### config.mk
export PLATFORM = sky130hd
export DESIGN_NAME = host_register_front
export DESIGN_NICKNAME = d
export VERILOG_FILES = /design/src/host_reg_pkg.sv /design/src/event_flag_cell.sv /design/src/host_register_front.sv
export SDC_FILE = /design/constraint.sdc
export NUM_CORES = 1
export LEC_CHECK = 0
export BUFFER_PORTS_ARGS = -buffer_cell sky130_fd_sc_hd__buf_2
export CAP_MARGIN = 20
export CELL_PAD_IN_SITES_DETAIL_PLACEMENT = 0
export CELL_PAD_IN_SITES_GLOBAL_PLACEMENT = 1
export CORE_MARGIN = 2
export CORE_UTILIZATION = 35
export DETAILED_ROUTE_END_ITERATION = 12
export GPL_ROUTABILITY_DRIVEN = 0
export PLACE_DENSITY = 0.84
export RECOVER_POWER = 50
export SETUP_SLACK_MARGIN = 0.4
export SLEW_MARGIN = 20
export SYNTH_ARGS = -nofsm -noshare
export SYNTH_HDL_FRONTEND = slang
export SYNTH_SLANG_ARGS = --single-unit
### constraint.sdc
create_clock -name mclk -period 2.4 [get_ports mclk]
set_clock_uncertainty 0.1 [all_clocks]
set_input_delay 0.36 -clock mclk [delete_from_list [all_inputs] [get_ports mclk]]
set_output_delay 0.36 -clock mclk [all_outputs]
set_load 0.05 [all_outputs]
### src/host_reg_pkg.sv
// Constants shared by the host register front end
package host_reg_pkg;

    // ------------------------------------------------------------
    // Widths
    // ------------------------------------------------------------
    localparam int DATA_W = 32;
    localparam int BE_W = 4;
    localparam int EVENT_W = 16;
    localparam int OFS_W = 11;
    localparam int CFG_OFS_W = 8;
    localparam int BAR_LSB = 11;
    localparam int BAR_W = DATA_W - BAR_LSB;

    // ------------------------------------------------------------
    // Host accessible register offsets (bytes from the base address)
    // ------------------------------------------------------------
    localparam logic [OFS_W-1:0] OFS_SOFTWARE_RESET_CONTROL = 11'h000;
    localparam logic [OFS_W-1:0] OFS_INTERRUPT_ENABLE_MASK = 11'h004;
    localparam logic [OFS_W-1:0] OFS_INTERRUPT_STATUS = 11'h008;

    // ------------------------------------------------------------
    // Configuration space offsets
    // ------------------------------------------------------------
    localparam logic [CFG_OFS_W-1:0] CFG_OFS_IDENT = 8'h00;
    localparam logic [CFG_OFS_W-1:0] CFG_OFS_COMMAND = 8'h04;
    localparam logic [CFG_OFS_W-1:0] CFG_OFS_CLASS = 8'h08;
    localparam logic [CFG_OFS_W-1:0] CFG_OFS_MEM_BASE = 8'h10;
    localparam logic [CFG_OFS_W-1:0] CFG_OFS_INTR = 8'h3c;

    // ------------------------------------------------------------
    // Field positions and reset values
    // ------------------------------------------------------------
    localparam int SOFT_RESET_BIT = 15;
    localparam int CMD_MEM_ENABLE_BIT = 1;
    localparam int INTR_LINE_W = 8;
    localparam int INTR_PIN_LSB = 8;
    localparam logic [INTR_LINE_W-1:0] INTR_PIN_VALUE = 8'h02;
    localparam int SYSTEM_ERROR_BIT = 0;
    localparam int PARITY_ERROR_BIT = 1;
    localparam logic [EVENT_W-1:0] ENABLE_RESET = 16'h0000;
    localparam logic [BAR_W-1:0] BAR_RESET = 21'h000000;
    localparam logic [INTR_LINE_W-1:0] INTR_LINE_RESET = 8'h00;
    localparam logic [DATA_W-1:0] TX_FORCED_HIGH = 32'hffffffff;
    localparam logic [DATA_W-1:0] READ_ZERO = 32'h00000000;

endpackage

### src/event_flag_cell.sv
// One sticky event flag: set wins over clear
module event_flag_cell (
    input wire logic mclk,
    input wire logic reset,
    input wire logic set,
    input wire logic clear,
    output logic flag_q
);
    logic flag_d;

    // An event in the clearing cycle is kept, so no event is lost
    assign flag_d = set ? 1'b1 : (clear ? 1'b0 : flag_q);

    always_ff @(posedge mclk) begin
        if (reset) begin
            flag_q <= 1'b0;
        end else begin
            flag_q <= flag_d;
        end
    end
endmodule // event_flag_cell

### src/host_register_front.sv
// Host register front end: software reset, interrupt enable and status, config space
//
// Notes on behaviour
// - Config registers answer only to a configuration cycle with the select input high.
// - Writes to unused bits do nothing; unused bits read as zero here.
// - Writable configuration bits read back the value last written.
// - Writable bits reset to zero unless a register says otherwise.
// - Writes to read-only positions leave operation unchanged.
// - Any asserted byte enable writes all 32 bits; none asserted touches nothing.
// - Memory space registers decode at their offset added to the programmed memory base address.
// - Soft reset bit 15 holds all but the host interface in reset.
// - Soft reset bit never clears itself; host writes zero to release.
// - Hardware reset clears the soft reset bit.
// - During soft reset host pins stay driven and transmit data is forced high.
// - Soft reset restores all registers except the soft reset bit and the configuration registers.
// - Enable register holds sixteen read/write enables in bits 15 to 0.
// - Enable bit 0 passes system error events to the interrupt output.
// - Enable bit 1 passes parity error events to the interrupt output.
// - A cleared enable only masks; the status bit still records the event.
// - Read-only status at offset 0x008 mirrors enable bit positions.
module host_register_front
    import host_reg_pkg::*;
#(
    // Identification values are arbitrary
    parameter logic [15:0] VENDOR_CODE = 16'h1a2b,
    parameter logic [15:0] DEVICE_CODE = 16'h3c4d,
    parameter logic [31:0] CLASS_REVISION = 32'h02800001
) (
    input wire logic mclk,
    input wire logic reset,
    input wire logic req_valid,
    input wire logic req_config,
    input wire logic req_idsel,
    input wire logic req_write,
    input wire logic [DATA_W-1:0] req_addr,
    input wire logic [BE_W-1:0] host_byte_enables_n,
    input wire logic [DATA_W-1:0] req_wdata,
    input wire logic [EVENT_W-1:0] event_in,
    input wire logic [DATA_W-1:0] tx_link_data_in,
    output logic rsp_valid,
    output logic [DATA_W-1:0] rsp_rdata,
    output logic host_interrupt_out,
    output logic host_interrupt_oe_n,
    output logic core_reset_out,
    output logic [DATA_W-1:0] tx_link_data_out
);

    // ------------------------------------------------------------
    // Register state
    // ------------------------------------------------------------
    logic soft_reset_q;
    logic soft_reset_d;
    logic [EVENT_W-1:0] enable_q;
    logic [EVENT_W-1:0] enable_d;
    logic [EVENT_W-1:0] status_q;
    logic [BAR_W-1:0] bar_q;
    logic [BAR_W-1:0] bar_d;
    logic mem_enable_q;
    logic mem_enable_d;
    logic [INTR_LINE_W-1:0] intr_line_q;
    logic [INTR_LINE_W-1:0] intr_line_d;
    logic rsp_valid_q;
    logic rsp_valid_d;
    logic [DATA_W-1:0] rsp_rdata_q;
    logic [DATA_W-1:0] rsp_rdata_d;
    logic irq_n_q;
    logic irq_n_d;
    logic core_reset_q;
    logic core_reset_d;
    logic [DATA_W-1:0] tx_q;
    logic [DATA_W-1:0] tx_d;

    // ------------------------------------------------------------
    // Access decode
    // ------------------------------------------------------------
    wire any_be = ~&host_byte_enables_n;
    wire cfg_hit = req_valid & req_config & req_idsel;
    wire [BAR_W-1:0] addr_base = req_addr[DATA_W-1:BAR_LSB];
    wire mem_hit = req_valid & ~req_config & mem_enable_q & (addr_base == bar_q);
    wire [OFS_W-1:0] mem_ofs = {req_addr[OFS_W-1:2], 2'b00};
    wire [CFG_OFS_W-1:0] cfg_ofs = {req_addr[CFG_OFS_W-1:2], 2'b00};
    wire any_hit = mem_hit | cfg_hit;
    wire do_write = any_hit & req_write & any_be;
    wire do_read = any_hit & ~req_write & any_be;

    // ------------------------------------------------------------
    // Memory space selects
    // ------------------------------------------------------------
    wire sel_soft_reset = mem_hit & (mem_ofs == OFS_SOFTWARE_RESET_CONTROL);
    wire sel_enable = mem_hit & (mem_ofs == OFS_INTERRUPT_ENABLE_MASK);
    wire sel_status = mem_hit & (mem_ofs == OFS_INTERRUPT_STATUS);

    // ------------------------------------------------------------
    // Configuration space selects
    // ------------------------------------------------------------
    wire sel_ident = cfg_hit & (cfg_ofs == CFG_OFS_IDENT);
    wire sel_command = cfg_hit & (cfg_ofs == CFG_OFS_COMMAND);
    wire sel_class = cfg_hit & (cfg_ofs == CFG_OFS_CLASS);
    wire sel_mem_base = cfg_hit & (cfg_ofs == CFG_OFS_MEM_BASE);
    wire sel_intr = cfg_hit & (cfg_ofs == CFG_OFS_INTR);

    // ------------------------------------------------------------
    // Write and read strobes
    // ------------------------------------------------------------
    // Status is read-only, a write there has no target
    wire wr_soft_reset = do_write & sel_soft_reset;
    wire wr_enable = do_write & sel_enable;
    wire wr_command = do_write & sel_command;
    wire wr_mem_base = do_write & sel_mem_base;
    wire wr_intr = do_write & sel_intr;
    wire rd_status = do_read & sel_status;

    // Soft reset reaches everything behind the host interface
    wire func_reset = reset | soft_reset_q;

    // ------------------------------------------------------------
    // Next values
    // ------------------------------------------------------------
    // Field slices of the write word
    wire wr_soft_bit = req_wdata[SOFT_RESET_BIT];
    wire [EVENT_W-1:0] wr_enable_field = req_wdata[EVENT_W-1:0];
    wire [BAR_W-1:0] wr_base_field = req_wdata[DATA_W-1:BAR_LSB];
    wire wr_mem_enable_bit = req_wdata[CMD_MEM_ENABLE_BIT];
    wire [INTR_LINE_W-1:0] wr_line_field = req_wdata[INTR_LINE_W-1:0];

    // Bit stays until the host writes zero; only hardware reset clears it
    assign soft_reset_d = wr_soft_reset ? wr_soft_bit : soft_reset_q;
    // Whole word written, bits 31..16 dropped
    assign enable_d = wr_enable ? wr_enable_field : enable_q;
    assign bar_d = wr_mem_base ? wr_base_field : bar_q;
    assign mem_enable_d = wr_command ? wr_mem_enable_bit : mem_enable_q;
    assign intr_line_d = wr_intr ? wr_line_field : intr_line_q;

    // ------------------------------------------------------------
    // Host accessible registers
    // ------------------------------------------------------------
    always_ff @(posedge mclk) begin
        if (reset) begin
            soft_reset_q <= 1'b0;
        end else begin
            soft_reset_q <= soft_reset_d;
        end
    end

    always_ff @(posedge mclk) begin
        if (func_reset) begin
            enable_q <= ENABLE_RESET;
        end else begin
            enable_q <= enable_d;
        end
    end

    // ------------------------------------------------------------
    // Interrupt status flags
    // ------------------------------------------------------------
    // Status flags: events held off while the functional logic sits in reset.
    // Reading the status word clears it; an event in the same cycle survives.
    genvar gi;
    generate
        for (gi = 0; gi < EVENT_W; gi++) begin : g_flag
            event_flag_cell u_flag (
                .mclk(mclk),
                .reset(func_reset),
                .set(event_in[gi]),
                .clear(rd_status),
                .flag_q(status_q[gi])
            );
        end
    endgenerate

    // ------------------------------------------------------------
    // Configuration registers (survive soft reset)
    // ------------------------------------------------------------
    // Only hardware reset reaches these, so the host keeps its mapping
    // through a soft reset and can release it without reprogramming
    always_ff @(posedge mclk) begin
        if (reset) begin
            bar_q <= BAR_RESET;
        end else begin
            bar_q <= bar_d;
        end
    end

    always_ff @(posedge mclk) begin
        if (reset) begin
            mem_enable_q <= 1'b0;
        end else begin
            mem_enable_q <= mem_enable_d;
        end
    end

    always_ff @(posedge mclk) begin
        if (reset) begin
            intr_line_q <= INTR_LINE_RESET;
        end else begin
            intr_line_q <= intr_line_d;
        end
    end

    // ------------------------------------------------------------
    // Read data
    // ------------------------------------------------------------
    // Unused bits read as zero, a choice the host must not rely on
    wire [DATA_W-1:0] rd_soft_reset = {{(DATA_W-SOFT_RESET_BIT-1){1'b0}}, soft_reset_q, {SOFT_RESET_BIT{1'b0}}};
    wire [DATA_W-1:0] rd_enable = {{(DATA_W-EVENT_W){1'b0}}, enable_q};
    wire [DATA_W-1:0] rd_status_word = {{(DATA_W-EVENT_W){1'b0}}, status_q};
    wire [DATA_W-1:0] rd_ident = {DEVICE_CODE, VENDOR_CODE};
    wire [DATA_W-1:0] rd_command = {{(DATA_W-CMD_MEM_ENABLE_BIT-1){1'b0}}, mem_enable_q, {CMD_MEM_ENABLE_BIT{1'b0}}};
    wire [DATA_W-1:0] rd_mem_base = {bar_q, {BAR_LSB{1'b0}}};
    wire [DATA_W-1:0] rd_intr = {{(DATA_W-INTR_PIN_LSB-INTR_LINE_W){1'b0}}, INTR_PIN_VALUE, intr_line_q};

    // Selects are one-hot or all low, so an AND-OR gives the read word
    wire [DATA_W-1:0] pick_soft_reset = {DATA_W{sel_soft_reset}} & rd_soft_reset;
    wire [DATA_W-1:0] pick_enable = {DATA_W{sel_enable}} & rd_enable;
    wire [DATA_W-1:0] pick_status = {DATA_W{sel_status}} & rd_status_word;
    wire [DATA_W-1:0] pick_ident = {DATA_W{sel_ident}} & rd_ident;
    wire [DATA_W-1:0] pick_command = {DATA_W{sel_command}} & rd_command;
    wire [DATA_W-1:0] pick_class = {DATA_W{sel_class}} & CLASS_REVISION;
    wire [DATA_W-1:0] pick_mem_base = {DATA_W{sel_mem_base}} & rd_mem_base;
    wire [DATA_W-1:0] pick_intr = {DATA_W{sel_intr}} & rd_intr;

    wire [DATA_W-1:0] rd_mux =
        pick_soft_reset |
        pick_enable |
        pick_status |
        pick_ident |
        pick_command |
        pick_class |
        pick_mem_base |
        pick_intr;

    // ------------------------------------------------------------
    // Response
    // ------------------------------------------------------------
    // Unclaimed addresses get no response, leaving the host to abort
    assign rsp_valid_d = any_hit;
    // No byte enable means no access, so the word comes back empty
    assign rsp_rdata_d = do_read ? rd_mux : READ_ZERO;

    always_ff @(posedge mclk) begin
        if (reset) begin
            rsp_valid_q <= 1'b0;
        end else begin
            rsp_valid_q <= rsp_valid_d;
        end
    end

    always_ff @(posedge mclk) begin
        if (reset) begin
            rsp_rdata_q <= READ_ZERO;
        end else begin
            rsp_rdata_q <= rsp_rdata_d;
        end
    end

    // ------------------------------------------------------------
    // Interrupt, core reset and transmit data
    // ------------------------------------------------------------
    wire irq_d = |(status_q & enable_q);
    // Pin enable is kept inverted in its flop so the output needs no gate
    assign irq_n_d = ~irq_d;
    assign core_reset_d = soft_reset_q;
    // Forcing at the flop keeps the link pins free of glitches as reset lands
    assign tx_d = soft_reset_q ? TX_FORCED_HIGH : tx_link_data_in;

    always_ff @(posedge mclk) begin
        if (reset) begin
            irq_n_q <= 1'b1;
        end else begin
            irq_n_q <= irq_n_d;
        end
    end

    always_ff @(posedge mclk) begin
        if (reset) begin
            core_reset_q <= 1'b1;
        end else begin
            core_reset_q <= core_reset_d;
        end
    end

    always_ff @(posedge mclk) begin
        if (reset) begin
            tx_q <= TX_FORCED_HIGH;
        end else begin
            tx_q <= tx_d;
        end
    end

    // ------------------------------------------------------------
    // Outputs
    // ------------------------------------------------------------
    // Open-drain interrupt: level always low, enable carries the state.
    // It stays released in soft reset because the enables and status flags are held in reset.
    assign rsp_valid = rsp_valid_q;
    assign rsp_rdata = rsp_rdata_q;
    assign host_interrupt_out = 1'b0;
    assign host_interrupt_oe_n = irq_n_q;
    assign core_reset_out = core_reset_q;
    assign tx_link_data_out = tx_q;

endmodule // host_register_front

==> results of run 1 <==
## placed cells by master, fill, tap and decap left out, types with 2 or more instances in the layout
master	netlist	layout
and3_1	6	5
clkinv_2	0	2
a31oi_1	8	6
and4_1	2	2
xnor2_1	13	9
nand4_1	21	21
o21ai_1	0	6
dfxtp_2	0	5
nand2_1	131	131
clkbuf_8	0	7
a22oi_1	6	6
or3_1	32	32
clkbuf_16	0	18
clkbuf_1	31	67
buf_4	2	23
a31oi_2	0	2
xor2_1	8	8
nor4_2	0	2
nor4_1	6	4
xnor2_2	0	4
o21ai_2	0	10
bufinv_16	0	2
nand3_1	17	17
dfxtp_1	130	125
buf_12	0	6
buf_2	5	121
nand2b_1	3	3
a41oi_2	0	2
buf_6	1	2
a21oi_1	45	44
a32oi_1	4	4
nor2_1	23	22
mux2i_1	26	25
## how the worst max path moves through the flow
stage	from	to	slack, ns	cells past startpoint
2_1_floorplan	req_config	g_flag[0].u_flag.flag_q$_SDFFE_PP0P_	0.39	6
3_3_place_gp	req_addr[18]	rsp_rdata[11]$_SDFF_PP0_	0.14	8
3_5_place_dp	req_addr[24]	g_flag[2].u_flag.flag_q$_SDFFE_PP0P_	0.09	7
4_1_cts	bar_q[13]$_SDFFE_PP0P_	g_flag[14].u_flag.flag_q$_SDFFE_PP0P_	0.30	6
5_1_grt	reset	tx_link_data_out[18]$_SDFF_PP1_	0.16	3
6_report	bar_q[13]$_SDFFE_PP0P_	g_flag[10].u_flag.flag_q$_SDFFE_PP0P_	0.27	7
## per-layer routing
metal / GRT usage [%] / vias to the layer above
li1: - / 2331
met1: 25.71 / 2274
met2: 33.98 / 148
met3: 6.273 / 22
met4: 7.741 / 0
met5: 0 / -
## cell families (layout without fill, tap and decap cells)
| logic type | after synthesis | count (layout) | share of synthesized area (%) |
|---|---|---|---|
| flops | 130 | 130 | 52.47 |
| other cells | 1 | 1 | 0.07561 |
| mux | 26 | 26 | 5.247 |
| xor+xnor | 21 | 21 | 3.708 |
| buf+inv | 42 | 251 | 3.632 |
| compound gates | 86 | 86 | 10.02 |
| simple gates | 254 | 254 | 24.85 |
## area by class of cell
type,instances,area [µm²]
clock buffer,26,529.3
clock inverter,4,70.07
fill,1341,6889
inverter,1,3.754
multi-input combinational,388,2332
sequential,130,2609
tap,180,225.2
timing repair buffer,220,1222
## cell usage after synthesis, drive strengths merged, types with 3 or more instances
cell type,number
and3,6
or3,32
nand4,21
nor4,6
xnor2,13
o21ai,16
xor2,8
dfxtp,130
mux2i,26
a21oi,45
nor4b,3
a31oi,8
a32oi,4
nand3,18
buf,9
nor2,23
nand2b,3
a22oi,6
clkbuf,32
nand2,131
nor3,3
## sequential cells by signal, summed over array words and instances (netlist names)
name and cells:
bar_q 21, core_reset_d 1, core_reset_out 1, enable_q 16, g_flag.u_flag.flag_q 16, host_interrupt_oe_n 1
intr_line_q 8, mem_enable_q 1, rsp_rdata 32, rsp_valid 1, tx_link_data_out 32
## repair_timing
item                                    4_1_cts  5_1_grt
pin swaps                                     1       18
gates cloned                                  1        1
gates resized for setup                      10       39
setup buffers                                 5        3
hold buffers                                  0        0
endpoints found under the setup margin       45       54
## critical path, cell delays in order (launching register included)
cell and delay [ns]:
dfxtp_2 0.33, xnor2_2 0.16, nand4_1 0.17, or4_4 0.60, nor4b_4 0.26, buf_4 0.18
clkbuf_16 0.16, o21ai_1 0.05
## where the power goes
| group | switching, µW | leakage [µW] | internal [µW] |
|---|---|---|---|
| sequential | 32.0 | 0.00107 | 2220 |
| combinational | 254 | 0.00148 | 141 |
| clock | 891 | 0.000298 | 1710 |
| total | 1180 | 0.00285 | 4060 |
## metrics by stage
stage | hold WS, ns | cells | utilization [%]
after floorplan | 0.3347 | 560 | -
after global placement | 0.3457 | 909 | 44.77
after detailed placement | 0.3505 | 909 | 44.77
after CTS | 0.003921 | 945 | 49.89
after global routing | 0.01028 | 949 | 50.37
final | 0.02123 | 949 | 50.37
==> impl_results.md, run 1 <==
* Die X at about 120 µm
* Vias in the first global route at 4613
* Setup TNS at 0 ns
* Fin worst setup slack at 0.2690 ns
* Post-synth top flop: dfxtp_1
* Max cap viols at 0
* Met2 wire len at approximately 7.7 mm
* RSZ-0062 raised after global routing: true
* H-tree levels at 4
* Final ANT Viol Nets at 0
* DR iter-0 viols at 350
* Critical path endpoint category: flop
* Final setup violation count at 0
* Dpl ws at around 0.092 ns
* CTS Buffer Depth at 2
* Worst EP required at ~2.6 ns
* Clk pin slew, worst setup/hold paths at approximately 0.050 ns
* RR Endpoint: g_flag[10].u_flag.flag_q$_SDFFE_PP0P_
* Total power at between 5000 and 6000 µW
* Critical path fanouts, max at 8
* TritonCTS buffer count at 17
* Syn Nets at 682
* Crit share post-route at about nine tenths
* Seq cells post-synth at 130
* Top layer in use: met4
* PortBufs at 186
* Die Y-Extent at 123.0 µm
* Pin count of the biggest net entering global routing at between 60 and 70
* Top cells by area, synth: dfxtp_1 52%, nand2_1 9.9%, mux2i_1 5.2%
* Core footprint at approximately 14000 µm²
* Nets at between 800 and 900
* Detailed-router iteration count before antenna repair at 5
* Max Slew Vio Count at 0
* Worst slew margin at between 10% and 20%
* ANT cells at 0
* Hold Crit Endpoint: tx_link_data_out[21]$_SDFF_PP1_
* Max Clock Freq at roughly 0.47 GHz
* Post-synth design cell area at just under 5000 µm²
* PD cells at 749.7 nW/µm²
* CP Class: flop to flop
* WL final at 15.55 mm
* Post-synthesis cell type count at 44
* Synth top area share at 52.47%
* Post-synth top area cell: dfxtp_1
* TritonCTS clock tree: yes
* Cell count after synthesis at 560
* CTS root buf: clkbuf_16
* Hold Path Depth at 2
* Initial antenna violation count at 0
* VDD IR max at about 490 µV
* Leak at 0.002846 µW
* Synthesized area per cell at around 8.9 µm²
* Design Area, Final at ~7000 µm²
* Hold Fails Final Rpt at 0
* Startpoint types: flop
* First-pass GRT wire length at approximately 24 mm
* DPL Wire Length at approximately 11 mm
* Avg WL per Cell at 16.38 µm
* Worst hold path type: input pin to flop
* Vias at approximately 4800
* Starting Density at 35.73%
* Post-route minimum period at between 2 and 2.5 ns
* R2r setup slk at approximately 0.27 ns
* Slew @ Worst Pin at between 1 and 1.5 ns
* GRT Overall Usage at 20.74%
* R2R depth at 7
* Overflow after GRT at 0
* Post-DR vias/cell at 5.032
* Sequential area share after synthesis at a little over half
* Status: completed
* CTS Sinks at between 100 and 150
* Area delta synth->final at 40.97%
* Cell Rows at between 40 and 50
* Routed met1 length at ~6.7 mm
* CP Data Arrival Time at roughly 2.3 ns
* Placed cell areas at a little over 6000 µm²
* Ys async rst share at 0%
* Ports at between 150 and 200
* Reg-to-Reg Start: bar_q[13]$_SDFFE_PP0P_
* Clk_lat worst skew at 0.41 ns
* Remaining DRCs at 0
* Share of layout cells above drive strength 1 at between 20% and 30%
* Met3 wire length at ~950 µm
* Die area at 15140 µm²
* Hold_sp: tx_link_data_in[21]
* Post-synth EDFFs at 0
* Yosys warns at 0
No activity file was read; power rests on OpenSTA's default activity.
==> run 2: changes to the inputs <==
--- a/config.mk
+++ b/config.mk
@@ -7,7 +7,7 @@
 export LEC_CHECK = 0
 export BUFFER_PORTS_ARGS = -buffer_cell sky130_fd_sc_hd__buf_2
 export CAP_MARGIN = 20
-export CELL_PAD_IN_SITES_DETAIL_PLACEMENT = 0
+export CELL_PAD_IN_SITES_DETAIL_PLACEMENT = 1
 export CELL_PAD_IN_SITES_GLOBAL_PLACEMENT = 1
 export CORE_MARGIN = 2
 export CORE_UTILIZATION = 35
==> run 2 against run 1 <==
Die area is the same. Combinational power grew 13%. Register-to-register slack lost 0.14 ns. Sequential share of layout area shrank 2.1 points. Critical path type unchanged. Largest cell class unchanged.
==> impl_results.md, run 2 (synthesized netlist as in run 1, its figures left out) <==
* Nets at 899 (was 880)
* TritonCTS buffer count at 17 (unchanged)
* DR iter-0 viols at 431 (was 350)
* Ports at 190 (unchanged)
* Avg WL per Cell at 21.94 µm (was 16.38 µm)
* Critical path endpoint category: flop (unchanged)
* PD cells at 724.0 nW/µm² (was 749.7 nW/µm²)
* Worst hold path type: input pin to flop (unchanged)
* Worst EP required at 2.65 ns (was 2.61 ns)
* Post-route minimum period at 2.270 ns (was 2.131 ns)
* Commonest non-fill, non-tap cells in the layout: 131 x nand2_1, 121 x buf_2, 119 x dfxtp_1 (was 131 x nand2_1, 125 x dfxtp_1, 121 x buf_2)
* Initial antenna violation count at 0 (unchanged)
* Post-route insts no fill at 969 (was 949)
* Final ANT Viol Nets at 0 (unchanged)
* Max cap viols at 0 (unchanged)
* Starting Density at 35.73% (unchanged)
* Startpoint types: flop (unchanged)
* Worst slew margin at 1.473% (was 10.59%)
* Max Clock Freq at 0.4406 GHz (was 0.4693 GHz)
* CP Data Arrival Time at 2.52 ns (was 2.34 ns)
* Detailed-router iteration count before antenna repair at 5 (unchanged)
* Clk_lat worst skew at 0.43 ns (was 0.41 ns)
* Design Area, Final at 7423 µm² (was 6992 µm²)
* Die Y-Extent at 123.0 µm (unchanged)
* Max Slew Vio Count at 0 (unchanged)
* ANT cells at 0 (unchanged)
* Pin count of the biggest net entering global routing at 66 (unchanged)
* Post-DR vias/cell at 5.447 (was 5.032)
* Core footprint at 13880 µm² (unchanged)
* PortBufs at 186 (unchanged)
* Die area at 15140 µm² (unchanged)
* Critical-path cell list: xnor2_2 > nand4_1 > buf_4 > buf_6 > nor4_4 > buf_4 > clkbuf_16 > nand4_1 > a21oi_2 (was xnor2_2 > nand4_1 > or4_4 > nor4b_4 > buf_4 > clkbuf_16 > o21ai_1)
* CTS Sinks at 130 (unchanged)
* TritonCTS clock tree: yes (unchanged)
* Hold Fails Final Rpt at 0 (unchanged)
* Placed cell areas at 6215 µm² (unchanged)
* RSZ-0062 raised after global routing: true (unchanged)
* CP Class: flop to flop (unchanged)
* Dpl cells at 909 (unchanged)
* Cell Rows at 43 (unchanged)
* Remaining DRCs at 0 (unchanged)
* Status: completed (unchanged)
* Max stage delay on crit path at 0.37 ns (was 0.60 ns)
* Area delta synth->final at 49.67% (was 40.97%)
* Setup TNS at 0 ns (unchanged)
* Crit share post-route at 94.57% (was 88.79%)
* Clk pin slew, worst setup/hold paths at 0.06 ns (was 0.05 ns)
* Commonest non-fill, non-tap cell in the layout: nand2_1 (unchanged)
* CTS Buffer Depth at 2 (unchanged)
* H-tree levels at 4 (unchanged)
* CTS root buf: clkbuf_16 (unchanged)
* Vias in the first global route at 5434 (was 4613)
* Vias at 5278 (was 4775)
* Overflow after GRT at 0 (unchanged)
* Die X at 123.0 µm (unchanged)
* R2r setup slk at 0.13 ns (was 0.27 ns)
* First-pass GRT wire length at 29.55 mm (was 23.89 mm)
* Final setup violation count at 0 (unchanged)
* Leak at 0.003023 µW (was 0.002846 µW)
* Finished Core Util at 53.48% (was 50.37%)
* VDD IR max at 503.1 µV (was 487.0 µV)
* GRT Overall Usage at 26.15% (was 20.74%)
* Critical path fanouts, max at 8 (unchanged)
* Share of layout cells above drive strength 1 at 35.99% (was 28.61%)
* Slew @ Worst Pin at 1.478 ns (was 1.341 ns)
* DPL Wire Length at 12.55 mm (was 10.99 mm)
* WL final at 21.26 mm (was 15.55 mm)
* Slowest CP cell: nor4_4 (was or4_4)
* Filler Cells Inserted at 1644 (was 1341)
[run 2: changes by cell type in the layout (fill, tap and decap cells not counted), moves of 6 or more]
cell	delta
dfxtp_2	+6
a21oi_1	-13
dfxtp_1	-6
xnor2_2	+9
xnor2_1	-9
a21oi_2	+13
buf_4	+11
[run 2: power by group]
| group | switching (µW) | internal (µW) | total [µW] |
|---|---|---|---|
| Sequential | 39.5 | 2210 | 2250 |
| Combinational | 290 | 156 | 446 |
| Clock | 974 | 1700 | 2670 |
[run 2: timing repair]
action,in CTS,in global routing
buffers inserted,10,12
cloned,3,3
gates resized for setup,59,47
pin swaps,21,24
hold buffers,1,0
setup endpoints to repair,47,66
endpoints found under the hold margin,1,0
[run 2: area by class of cell]
class                      count  area, µm²  share of cell area (%)
sequential                   130       2616                   35.24
timing repair buffer         239       1429                   19.25
multi-input combinational    388       2546                   34.30
inverter                       1      3.754                 0.05056
clock inverter                10      132.6                   1.787
clock buffer                  21      470.5                   6.337
tap                          180      225.2                   3.034
[run 2: worst paths after layout]
| path | startpoint | end | depth (start not counted) |
|---|---|---|---|
| worst max register to register | bar_q[0]$_SDFFE_PP0P_ | rsp_rdata[13]$_SDFF_PP0_ | 9 |
| worst min-delay path | tx_link_data_in[17] | tx_link_data_out[17]$_SDFF_PP1_ | 2 |
| worst max-delay path | bar_q[0]$_SDFFE_PP0P_ | rsp_rdata[13]$_SDFF_PP0_ | 9 |
| worst min register to register | bar_q[6]$_SDFFE_PP0P_ | rsp_rdata[17]$_SDFF_PP0_ | 2 |
[run 2: stage by stage]
| step | setup slack (ns) | total power (µW) | hold WS, ns |
|---|---|---|---|
| final | 0.1303 | 5375 | 0.01393 |
| after global routing | 0.03261 | 5510 | 0.01395 |
| after CTS | 0.2466 | 5357 | 0.003642 |
| after detailed placement | 0.03053 | 2688 | 0.3606 |
| after global placement | 0.1352 | 2670 | 0.3457 |
| after floorplan | 0.3863 | 2498 | 0.3347 |
[run 2: per-layer routing]
layer / routed length, µm / vias up / global-route usage (%)
li1: - / 2371 / -
met1: 8344 / 2633 / 29.46
met2: 10970 / 211 / 45.51
met3: 1114 / 63 / 6.550
met4: 831 / 0 / 13.71
met5: 0 / - / 0
[run 2: critical path, delay by kind of cell, from the launching register on]
kind                   cells  cell delay, ns
XOR/XNOR                   1            0.17
AND/OR/NAND/NOR            3            0.68
flip-flops                 1            0.34
buffers and inverters      4            0.69
AO/OA/AOI/OAI              1            0.19
==> run 3: changes to the inputs <==
--- a/config.mk
+++ b/config.mk
@@ -5,15 +5,15 @@
 export SDC_FILE = /design/constraint.sdc
 export NUM_CORES = 1
 export LEC_CHECK = 0
-export BUFFER_PORTS_ARGS = -buffer_cell sky130_fd_sc_hd__buf_2
 export CAP_MARGIN = 20
 export CELL_PAD_IN_SITES_DETAIL_PLACEMENT = 1
 export CELL_PAD_IN_SITES_GLOBAL_PLACEMENT = 1
 export CORE_MARGIN = 2
-export CORE_UTILIZATION = 35
+export CORE_UTILIZATION = 45
 export DETAILED_ROUTE_END_ITERATION = 12
+export DONT_BUFFER_PORTS = 1
 export GPL_ROUTABILITY_DRIVEN = 0
-export PLACE_DENSITY = 0.84
+export PLACE_DENSITY = 0.89
 export RECOVER_POWER = 50
 export SETUP_SLACK_MARGIN = 0.4
 export SLEW_MARGIN = 20
==> constraint.sdc (replaced) <==
create_clock -name mclk -period 2.1 [get_ports mclk]
set_clock_uncertainty 0.1 [all_clocks]
set_input_delay 0.315 -clock mclk [delete_from_list [all_inputs] [get_ports mclk]]
set_output_delay 0.315 -clock mclk [all_outputs]
set_load 0.05 [all_outputs]
==> run 3 against run 2 <==
The run now ends with negative setup slack left. Flip-flop and latch count unchanged. Sequential share of layout area decreased by 0.18 points. Die area down 22%. Register-to-register slack worse by 0.59 ns. Worst hold slack improved by 0.0050 ns. Final cell count down 15%. First-iteration DRC count is 43% higher. Clock-buffer cell count is 1 higher. Non-clock buffer count fell by 109. Clock power increased by 12%. Sequential power up 20%. Critical endpoint is now rsp_rdata[14]$_SDFF_PP0_.
==> impl_results.md, run 3 (synthesized netlist as in run 1, its figures left out) <==
* Filler Cells Inserted at 1118 (was 1644)
* Die Y-Extent at 109.0 µm (was 123.0 µm)
* Crit share post-route at 121.9% (was 94.57%)
* TritonCTS clock tree: yes (unchanged)
* Ports at 190 (unchanged)
* Share of layout cells above drive strength 1 at 24.56% (was 35.99%)
* Initial antenna violation count at 1 (was 0)
* Commonest non-fill, non-tap cells in the layout: 131 x nand2_1, 116 x dfxtp_1, 82 x dlygate4sd3_1 (was 131 x nand2_1, 121 x buf_2, 119 x dfxtp_1)
* First-pass GRT wire length at 34.42 mm (was 29.55 mm)
* Vias at 5481 (was 5278)
* PortBufs at 0 (was 186)
* Critical path endpoint category: flop (unchanged)
* Die area at 11880 µm² (was 15140 µm²)
* Max Clock Freq at 0.3907 GHz (was 0.4406 GHz)
* Startpoint types: flop (unchanged)
* Nets at 790 (was 899)
* Finished Core Util at 69.37% (was 53.48%)
* Post-route minimum period at 2.560 ns (was 2.270 ns)
* Starting Density at 45.95% (was 35.73%)
* Leak at 0.002812 µW (was 0.003023 µW)
* Most used cell, CP: buf_4
* H-tree levels at 4 (unchanged)
* Buffer and inverter count on the worst path at 5 (was 4)
* Overflow after GRT at 0 (unchanged)
* Worst EP required at 2.48 ns (was 2.65 ns)
* PD cells at 817.9 nW/µm² (was 724.0 nW/µm²)
* VDD IR max at 640.6 µV (was 503.1 µV)
* Failing checks: negative setup slack
* WL final at 27.29 mm (was 21.26 mm)
* Hold Fails Final Rpt at 0 (unchanged)
* TritonCTS buffer count at 17 (unchanged)
* Max Slew Vio Count at 0 (unchanged)
* Largest delay share family, worst path: buffers and inverters (unchanged)
* Slowest CP cell: nor4_4 (unchanged)
* Final setup violation count at 67 (was 0)
* DR iter-0 viols at 617 (was 431)
* Vias in the first global route at 5626 (was 5434)
* Post-route insts no fill at 822 (was 969)
* Dpl cells at 683 (was 909)
* Hold_ws at 0.01892 ns (was 0.01393 ns)
* Max stage delay on crit path at 0.41 ns (was 0.37 ns)
* Commonest non-fill, non-tap cell in the layout: nand2_1 (unchanged)
* Critical path fanouts, max at 8 (unchanged)
* Cell Rows at 38 (was 43)
* CTS Buffer Depth at 2 (unchanged)
* Fin worst setup slack at -0.4596 ns (was 0.1303 ns)
* CP Class: flop to flop (unchanged)
* Avg WL per Cell at 33.20 µm (was 21.94 µm)
* Clk pin slew, worst setup/hold paths at 0.07 ns (was 0.06 ns)
* Detailed-router iteration count before antenna repair at 6 (was 5)
* Worst hold path type: input pin to flop (unchanged)
* GRT Overall Usage at 39.82% (was 26.15%)
* Area delta synth->final at 50.96% (was 49.67%)
* CTS root buf: clkbuf_8 (was clkbuf_16)
* Max cap viols at 0 (unchanged)
* CTS Sinks at 130 (unchanged)
* RSZ-0062 raised after global routing: true (unchanged)
* Setup TNS at -17.42 ns (was 0 ns)
* Slew @ Worst Pin at 1.143 ns (was 1.478 ns)
* Clk_lat worst skew at 0.56 ns (was 0.43 ns)
* Pin count of the biggest net entering global routing at 67 (was 66)
* Sequential cell area at 2625 µm² (was 2616 µm²)
* DPL Wire Length at 10.80 mm (was 12.55 mm)
* Die X at 109.0 µm (was 123.0 µm)
* CP Data Arrival Time at 2.93 ns (was 2.52 ns)
* Status: complete, but fails checks (was completed)
* Area of the multi-input gates at 2689 µm² (was 2546 µm²)
* Final ANT Viol Nets at 0 (unchanged)
* Remaining DRCs at 0 (unchanged)
* Core footprint at 10790 µm² (was 13880 µm²)
* Worst slew margin at 23.78% (was 1.473%)
* Critical-path cell list: xnor2_2 > nand4_1 > buf_4 > buf_6 > nor4_4 > buf_4 > buf_12 > buf_16 > a32oi_1 > a21oi_2 (was xnor2_2 > nand4_1 > buf_4 > buf_6 > nor4_4 > buf_4 > clkbuf_16 > nand4_1 > a21oi_2)
* Post-DR vias/cell at 6.668 (was 5.447)
==> run 3: where the power goes <==
part           switching (µW)  total (µW)  internal, µW
sequential                184        2710          2530
clock                    1230        3000          1780
combinational             204         409           204
total                    1620        6120          4510
==> run 3: metal layers <==
| metal | part of all wire [%] | vias to the layer above | global-route usage, % |
|---|---|---|---|
| li1 | - | 2160 | - |
| met1 | 34 | 2674 | 43.50 |
| met2 | 48 | 466 | 68.06 |
| met3 | 9.9 | 181 | 11.66 |
| met4 | 7.7 | 0 | 23.81 |
| met5 | 0 | - | 0 |
==> run 3: layout make-up <==
| class | count | area share, % |
|---|---|---|
| inverters | 1 | 0.05013 |
| clock buffers | 22 | 6.183 |
| well taps | 140 | 2.340 |
| repair buffers | 130 | 18.97 |
| diodes | 2 | 0.06684 |
| clock inverters | 9 | 1.420 |
| multi-input cells | 388 | 35.91 |
| flip-flops and latches | 130 | 35.06 |
==> run 3: timing repair <==
action | 4_1_cts | 5_1_grt
setup endpoints to repair | 66 | 66
setup buffers | 12 | 6
resized for setup | 72 | 49
pin swaps | 18 | 26
hold endpoints to repair | 97 | 0
hold buffers | 83 | 0
gates cloned | 5 | 0
==> run 3: path summary, 6_finish.rpt <==
| check | from | end | slack [ns] | cells past startpoint |
|---|---|---|---|---|
| worst max register to register | bar_q[6]$_SDFFE_PP0P_ | rsp_rdata[14]$_SDFF_PP0_ | -0.46 | 10 |
| worst min-delay path | reset | mem_enable_q$_SDFFE_PP0P_ | 0.02 | 2 |
| worst max-delay path | bar_q[6]$_SDFFE_PP0P_ | rsp_rdata[14]$_SDFF_PP0_ | -0.46 | 10 |
| worst min register to register | intr_line_q[3]$_SDFFE_PP0P_ | intr_line_q[3]$_SDFFE_PP0P_ | 0.41 | 2 |
==> run 3: stage by stage <==
step                cell area, µm²  worst slack, ns  total power (µW)
floorplan                     5025           0.1513              2861
global placement              5290          0.05859              2894
detailed placement            5290         -0.06874              2908
CTS                           7253         -0.01179              5909
global route                  7485          -0.4223              6247
finish                        7487          -0.4596              6124
==> run 3: worst register-to-register path, stage by stage, from the launching register on <==
cell,delay (ns)
dfxtp_2,0.37
xnor2_2,0.24
nand4_1,0.23
buf_4,0.21
buf_6,0.13
nor4_4,0.41
buf_4,0.23
buf_12,0.11
buf_16,0.12
a32oi_1,0.15
a21oi_2,0.20
